File: config.mk
export PLATFORM = sky130hd
export DESIGN_NAME = ser_status_regs
export DESIGN_NICKNAME = d
export VERILOG_FILES = /design/src/ser_pkg.sv /design/src/ser_status_regs.sv
export VERILOG_INCLUDE_DIRS = /design/src
export SDC_FILE = /design/constraint.sdc
export NUM_CORES = 1
export LEC_CHECK = 0
export BUFFER_PORTS_ARGS = -buffer_cell sky130_fd_sc_hd__buf_2
export CORE_MARGIN = 5
export CORE_UTILIZATION = 55
export DETAILED_ROUTE_END_ITERATION = 6
export PLACE_DENSITY = 0.83
export REMOVE_ABC_BUFFERS = 1
export SLEW_MARGIN = 20
export SYNTH_ARGS = -nofsm -noshare
export SYNTH_HDL_FRONTEND = slang
export SYNTH_SLANG_ARGS = --single-unit
File: constraint.sdc
create_clock -name i_clk_sys -period 4.4 [get_ports i_clk_sys]
set_clock_uncertainty 0.05 [all_clocks]
set_input_delay 0.22 -clock i_clk_sys [delete_from_list [all_inputs] [get_ports i_clk_sys]]
set_output_delay 0.22 -clock i_clk_sys [all_outputs]
set_load 0.01 [all_outputs]
File: src/ser_consts.svh
/*
  Register indices, field widths and preset values for the status event
  reporting block. Assumes inclusion by bare name from design files.
*/
`ifndef SER_CONSTS_SVH
`define SER_CONSTS_SVH

`define SER_W            15
`define SER_MAX          15'h7FFF
`define SER_RISE_PRESET  15'h7FFF
`define SER_FALL_PRESET  15'h0000
`define SER_ENA_PRESET   15'h0000
`define SER_ZERO         15'h0000

`define SER_IDX_OP_COND   4'h0
`define SER_IDX_OP_ENA    4'h1
`define SER_IDX_OP_EVT    4'h2
`define SER_IDX_OP_FALL   4'h3
`define SER_IDX_OP_RISE   4'h4
`define SER_IDX_QU_COND   4'h5
`define SER_IDX_QU_ENA    4'h6
`define SER_IDX_QU_EVT    4'h7
`define SER_IDX_QU_FALL   4'h8
`define SER_IDX_QU_RISE   4'h9

`endif

File: src/ser_pkg.sv
/*
  Types for the status event reporting block.
  Assumes ser_consts.svh supplies the widths.
*/
`include "ser_consts.svh"

package ser_pkg;
  typedef logic [`SER_W-1:0] ser_word_t;
  typedef logic [3:0]        ser_idx_t;
endpackage

File: src/ser_status_regs.sv
/*
  Operation and questionable status register groups: condition, rise and
  fall filters, read-clear event latch and enable mask, plus summary bits.
  Assumes a command decoder presents one read or write per cycle by index,
  and that condition inputs are synchronous to i_clk_sys.
*/
// Notes on behaviour
// - Every register part holds 15 bits; reads and writes use 0 to 32767.
// - General instrument reset leaves all status parts unchanged.
// - Condition part mirrors hardware live; reading it changes nothing.
// - Condition bit is set exactly while its action is in progress.
// - Event part accumulates filtered transitions until software reads it.
// - Reading the event part returns its bits then clears it; a hit in the read cycle is kept.
// - Fall filter bit set: condition one to zero sets the event bit.
// - Rise filter bit set: condition zero to one sets the event bit.
// - Enable part selects which event bits feed the group summary bit.
// - Summary bits can raise a service request to the host.
// - Preset loads every rise filter with all ones.
// - Preset clears every fall filter to zero.
// - Preset clears both groups' enable parts to zero.
// - A questionable group exists with its own live condition part.
// - Writes to filters and enables replace the previous contents.
`timescale 1ns/1ps
`include "ser_consts.svh"

module ser_status_regs (
  input  wire logic              i_clk_sys,
  input  wire logic              i_rst_n,
  input  wire logic              i_inst_reset,
  input  wire logic              i_preset,
  input  wire ser_pkg::ser_word_t i_op_activity,
  input  wire ser_pkg::ser_word_t i_qu_activity,
  input  wire logic              i_wr,
  input  wire logic              i_rd,
  input  wire ser_pkg::ser_idx_t i_idx,
  input  wire ser_pkg::ser_word_t i_wdata,
  output logic [`SER_W-1:0]      o_rdata,
  output logic                   o_rvalid,
  output logic                   o_op_summary,
  output logic                   o_qu_summary,
  output logic                   o_srq
);

  ser_pkg::ser_word_t op_cond_q, qu_cond_q;
  ser_pkg::ser_word_t op_rise_q, op_fall_q, op_ena_q, op_evt_q;
  ser_pkg::ser_word_t qu_rise_q, qu_fall_q, qu_ena_q, qu_evt_q;
  ser_pkg::ser_word_t op_hit, qu_hit;
  logic               op_evt_rd, qu_evt_rd;

  // Filtered edge detect, shared by both groups
  function automatic ser_pkg::ser_word_t edge_hits(
    input ser_pkg::ser_word_t prev,
    input ser_pkg::ser_word_t now,
    input ser_pkg::ser_word_t rise,
    input ser_pkg::ser_word_t fall
  );
    edge_hits = (~prev & now & rise)
              | (prev & ~now & fall);
  endfunction

  // Condition parts track activity; the instrument reset is not wired here
  always_ff @(posedge i_clk_sys) begin
    if (!i_rst_n) begin
      op_cond_q <= `SER_ZERO;
      qu_cond_q <= `SER_ZERO;
    end else begin
      op_cond_q <= i_op_activity;
      qu_cond_q <= i_qu_activity;
    end
  end

  assign op_hit    = edge_hits(op_cond_q, i_op_activity, op_rise_q, op_fall_q);
  assign qu_hit    = edge_hits(qu_cond_q, i_qu_activity, qu_rise_q, qu_fall_q);
  assign op_evt_rd = i_rd && (i_idx == `SER_IDX_OP_EVT);
  assign qu_evt_rd = i_rd && (i_idx == `SER_IDX_QU_EVT);

  // Filters and enables: i_inst_reset deliberately ignored
  always_ff @(posedge i_clk_sys) begin
    if (!i_rst_n) begin
      op_rise_q <= `SER_RISE_PRESET;
      qu_rise_q <= `SER_RISE_PRESET;
      op_fall_q <= `SER_FALL_PRESET;
      qu_fall_q <= `SER_FALL_PRESET;
      op_ena_q  <= `SER_ENA_PRESET;
      qu_ena_q  <= `SER_ENA_PRESET;
    end else if (i_preset) begin
      op_rise_q <= `SER_RISE_PRESET;
      qu_rise_q <= `SER_RISE_PRESET;
      op_fall_q <= `SER_FALL_PRESET;
      qu_fall_q <= `SER_FALL_PRESET;
      op_ena_q  <= `SER_ENA_PRESET;
      qu_ena_q  <= `SER_ENA_PRESET;
    end else if (i_wr) begin
      // Port is 15 bits wide, so out-of-range values cannot arrive
      unique case (i_idx)
        `SER_IDX_OP_RISE: op_rise_q <= i_wdata;
        `SER_IDX_OP_FALL: op_fall_q <= i_wdata;
        `SER_IDX_OP_ENA:  op_ena_q  <= i_wdata;
        `SER_IDX_QU_RISE: qu_rise_q <= i_wdata;
        `SER_IDX_QU_FALL: qu_fall_q <= i_wdata;
        `SER_IDX_QU_ENA:  qu_ena_q  <= i_wdata;
        default: ;
      endcase
    end
  end

  // Event latches; a new hit ORs in after the read clear
  always_ff @(posedge i_clk_sys) begin
    if (!i_rst_n) begin
      op_evt_q <= `SER_ZERO;
      qu_evt_q <= `SER_ZERO;
    end else begin
      op_evt_q <= (op_evt_rd ? `SER_ZERO : op_evt_q) | op_hit;
      qu_evt_q <= (qu_evt_rd ? `SER_ZERO : qu_evt_q) | qu_hit;
    end
  end

  // Read data registered, one cycle after the request
  always_ff @(posedge i_clk_sys) begin
    if (!i_rst_n) begin
      o_rdata  <= `SER_ZERO;
      o_rvalid <= 1'b0;
    end else begin
      o_rvalid <= i_rd;
      if (i_rd) begin
        unique case (i_idx)
          `SER_IDX_OP_COND: o_rdata <= op_cond_q;
          `SER_IDX_OP_ENA:  o_rdata <= op_ena_q;
          `SER_IDX_OP_EVT:  o_rdata <= op_evt_q;
          `SER_IDX_OP_FALL: o_rdata <= op_fall_q;
          `SER_IDX_OP_RISE: o_rdata <= op_rise_q;
          `SER_IDX_QU_COND: o_rdata <= qu_cond_q;
          `SER_IDX_QU_ENA:  o_rdata <= qu_ena_q;
          `SER_IDX_QU_EVT:  o_rdata <= qu_evt_q;
          `SER_IDX_QU_FALL: o_rdata <= qu_fall_q;
          `SER_IDX_QU_RISE: o_rdata <= qu_rise_q;
          default:          o_rdata <= `SER_ZERO;
        endcase
      end
    end
  end

  // Summary bits registered so they lag the event latch by one cycle
  always_ff @(posedge i_clk_sys) begin
    if (!i_rst_n) begin
      o_op_summary <= 1'b0;
      o_qu_summary <= 1'b0;
    end else begin
      o_op_summary <= |(op_evt_q & op_ena_q);
      o_qu_summary <= |(qu_evt_q & qu_ena_q);
    end
  end

  assign o_srq = o_op_summary | o_qu_summary;

endmodule

==> results.tsv <==
stage	metric	value	unit
power_and_ir_drop	final total power	0.00336	W
final_layout	most frequent cells in the layout	dfxtp_1, nand2_1, mux2i_1, buf_2, a21oi_1	
clock_network	CTS tree	yes	
power_and_ir_drop	Worst VDD drop	0.000291	V
critical_path	CP Cell Sequence	buf_2 -> buf_4 -> nor4b_4 -> nand2_1 -> a21oi_1 -> nor2b_1	
global_route	global-route wire length before repair	36000	um
clock_network	CTS max path bufs	2	
routing	DR vias	7008	
critical_path	Worst R2R Path Depth	3	
final_layout	area grow syn2layout	15.5	%
clock_network	Clock Pin Slew Worst Setup and Hold Paths	0.06	ns
status	status	finished, violations left	
timing	unrepaired setup endpoints after global routing	no	
die	core area	0.0138	mm^2
logic_synthesis	Synth async-reset ratio	0	%
global_route	vias in the first global route	6718	
timing	max-slew violation count	0	
critical_path	crit-path leading delay family	simple AND/OR/NAND/NOR gates	
logic_synthesis	Yosys cell types	51	
logic_synthesis	Post-Syn Area	0.00764	mm^2
global_route	GR Util All Layers	28.3	%
final_layout	Final nets	1000	
die	Starting Density	55.5	%
final_layout	layout cell share with drive strength beyond 1	12.5	%
clock_network	cts bufs inserted	17	
critical_path	CP Depth	6	
logic_synthesis	Post-synth EDFFs	0	
flow_run	max-cap violations	0	
placed_design	Final HPWL DP	14300	um
min_path	HP Class	in -> reg	
routing	vias per cell	6.16	
critical_path	CP Max Fanout	25	
routing	detailed-route DRC error count	13	
critical_path	WP buf/inv	2	
critical_path	max incr delay on CP	0.70	ns
timing	final hold vios	0	
timing	Worst slew margin	25.0	%
die	Die Footprint	0.0164	mm^2
timing	time the worst path needs with I/O delays and setup	2.37	ns
status	failing checks	design-rule violations	
global_route	grt total ovfl	0	
power_and_ir_drop	Pleak	3.48	nW
timing	Setup Viol. Count Final	0	
final_layout	Antenna diodes	0	
logic_synthesis	Post-synth top flop	dfxtp_1	
timing	Final Cycle Share	53.8	%
timing	Worst Tran Pin Value	1.12	ns
global_route	largest net degree at the start of global routing	61	
logic_synthesis	Post-Synth Adder-Cell Area	0	%
routing	DR WL/cell	20.3	um
critical_path	Critical Path Sink Type	flip-flop	
routing	Antenna Nets Post-Route	0	
critical_path	Worst EP arrival	2.65	ns
logic_synthesis	Post-Synth Simple-Gate Area	26.5	%
clock_network	root buf cell	clkbuf_16	
placed_design	number of port buffers	72	
power_and_ir_drop	Pwr per Cell Area	381	mW/mm^2
global_route	initial antenna violation count	0	
logic_synthesis	Yosys top cell area share	44.0	%
critical_path	CP Class	in -> reg	
die	Rows	43	
critical_path	CP Launch Type	input pin	
logic_synthesis	ranking of synthesized cells by area	dfxtp_1, mux2i_1, nand2_1	
clock_network	clock sink count	168	
clock_network	H-tree depth	4	
die	I/O pin count	74	
die	die width	128	um
clock_network	clk_lat worst skew	0.44	ns
logic_synthesis	largest area contributor in the netlist	dfxtp_1	
logic_synthesis	multiplexer share of the synthesized area	10.5	%
logic_synthesis	Synth Area in XOR/XNOR	0	%
critical_path	WP data required	4.68	ns
placed_design	Routability Congestion	0.914	
logic_synthesis	main combinational cell family by area after synthesis	simple AND/OR/NAND/NOR gates	
final_layout	commonest non-fill, non-tap cell in the layout	dfxtp_1	
placed_design	dpl cells	1077	
die	Die H	128	um
logic_synthesis	synthesis-stage register bit count	168	
critical_path	slowest CP cell	nand2_1	
routing	Routed WL	23100	um
logic_synthesis	Avg Cell Area, Syn	8.71	um^2
logic_synthesis	Mapped Cells	878	
timing	Fmax achieved	0.422	GHz
timing	setup TNS	0	ns
routing	TritonRoute pass-1 iters	7	
final_layout	fin cells	1138	
min_path	Hold Crit Depth	2	
logic_synthesis	post-synthesis sequential area ratio	44.0	%
routing	violation count after the first detailed-route iteration	877	
logic_synthesis	Ys Warns	0	
clock_network	post-CTS setup buffer count	0	
logic_synthesis	post-synthesis compound-gate area fraction	14.7	%
[cells by family (layout without fill, tap and decap cells)]
logic type / count (synthesis) / after routing
compound gates: 182 / 182
mux: 80 / 80
buf+inv: 61 / 141
flops: 168 / 168
simple gates: 387 / 387
[cells in the mapped netlist, types with 5 or more instances]
| cell | instances |
|---|---|
| a22o_1 | 9 |
| nand2_1 | 134 |
| nand3b_1 | 43 |
| o21ai_1 | 11 |
| buf_2 | 16 |
| mux2i_1 | 76 |
| a211oi_1 | 8 |
| nor2_1 | 55 |
| nand3_1 | 40 |
| nor2b_1 | 42 |
| a31oi_1 | 6 |
| o2bb2ai_1 | 10 |
| a21oi_1 | 62 |
| buf_4 | 13 |
| nor4_1 | 6 |
| dfxtp_1 | 168 |
| or3b_1 | 7 |
| and2_1 | 32 |
| a22oi_1 | 20 |
| or3_1 | 5 |
| o21ai_0 | 36 |
| clkbuf_1 | 24 |
[registers in the layout (all words and copies together) (netlist names)]
signal and cells:
o_rvalid 1, op_ena_q 15, qu_cond_q 15, op_evt_q 15
qu_ena_q 15, o_rdata 15, o_op_summary 1, qu_fall_q 15
op_fall_q 15, o_qu_summary 1, qu_rise_q 15, qu_evt_q 15
op_cond_q 15, op_rise_q 15
[worst reg2reg max path, cell delays in order (launching register included)]
cell	delay [ns]
dfxtp_1	0.35
a222oi_1	0.61
nand3_1	0.16
o21a_1	0.22
[final cells by class]
| type | count | area [um^2] |
|---|---|---|
| Fill cell | 1179 | 4950 |
| Multi-Input combinational cell | 649 | 3970 |
| Sequential cell | 168 | 3360 |
| Timing Repair Buffer | 107 | 696 |
| Clock buffer | 21 | 470 |
| Tap cell | 180 | 225 |
| Clock inverter | 11 | 97.6 |
| Inverter | 2 | 7.51 |
[path summary, 6_finish.rpt]
path                         start      endpoint  slack [ns]
setup reg to reg       op_evt_q[1]  o_op_summary        2.91
setup / recovery          i_idx[3]  op_evt_q[12]        2.03
hold reg to reg         o_rdata[4]    o_rdata[4]        0.40
hold / removal    i_op_activity[0]  op_cond_q[0]        0.01
[stage by stage]
step	instance area, um^2	utilization, %	hold WS (ns)	setup WS (ns)
2_1_floorplan	7330	-	0.287	2.78
3_3_place_gp	7970	57.8	0.386	1.71
3_5_place_dp	7970	57.8	0.392	1.63
4_1_cts	8830	64.1	0.00770	2.10
5_1_grt	8830	64.1	0.00769	1.92
6_report	8830	64.1	0.0126	2.03
[power breakdown]
part	internal (W)	switching, W	total, W
clock network	0.000822	0.000621	0.00144
registers	0.00157	0.0000423	0.00161
logic	0.000126	0.000181	0.000307
total	0.00252	0.000844	0.00336
[timing repair]
action                                  CTS  global route
hold buffers                             29             0
hold endpoints to repair                 29             0
gates resized for setup                   0             0
endpoints found under the setup margin    0             0
[routing by layer]
layer | track usage, % | up-vias | routed length, um
met5 | 0 | - | 0
li1 | - | 3216 | -
met1 | 37.6 | 3327 | 9540
met2 | 44.5 | 396 | 10500
met4 | 12.2 | 0 | 790
met3 | 6.29 | 69 | 2180
Note: power is estimated with default switching activity, not from simulation.
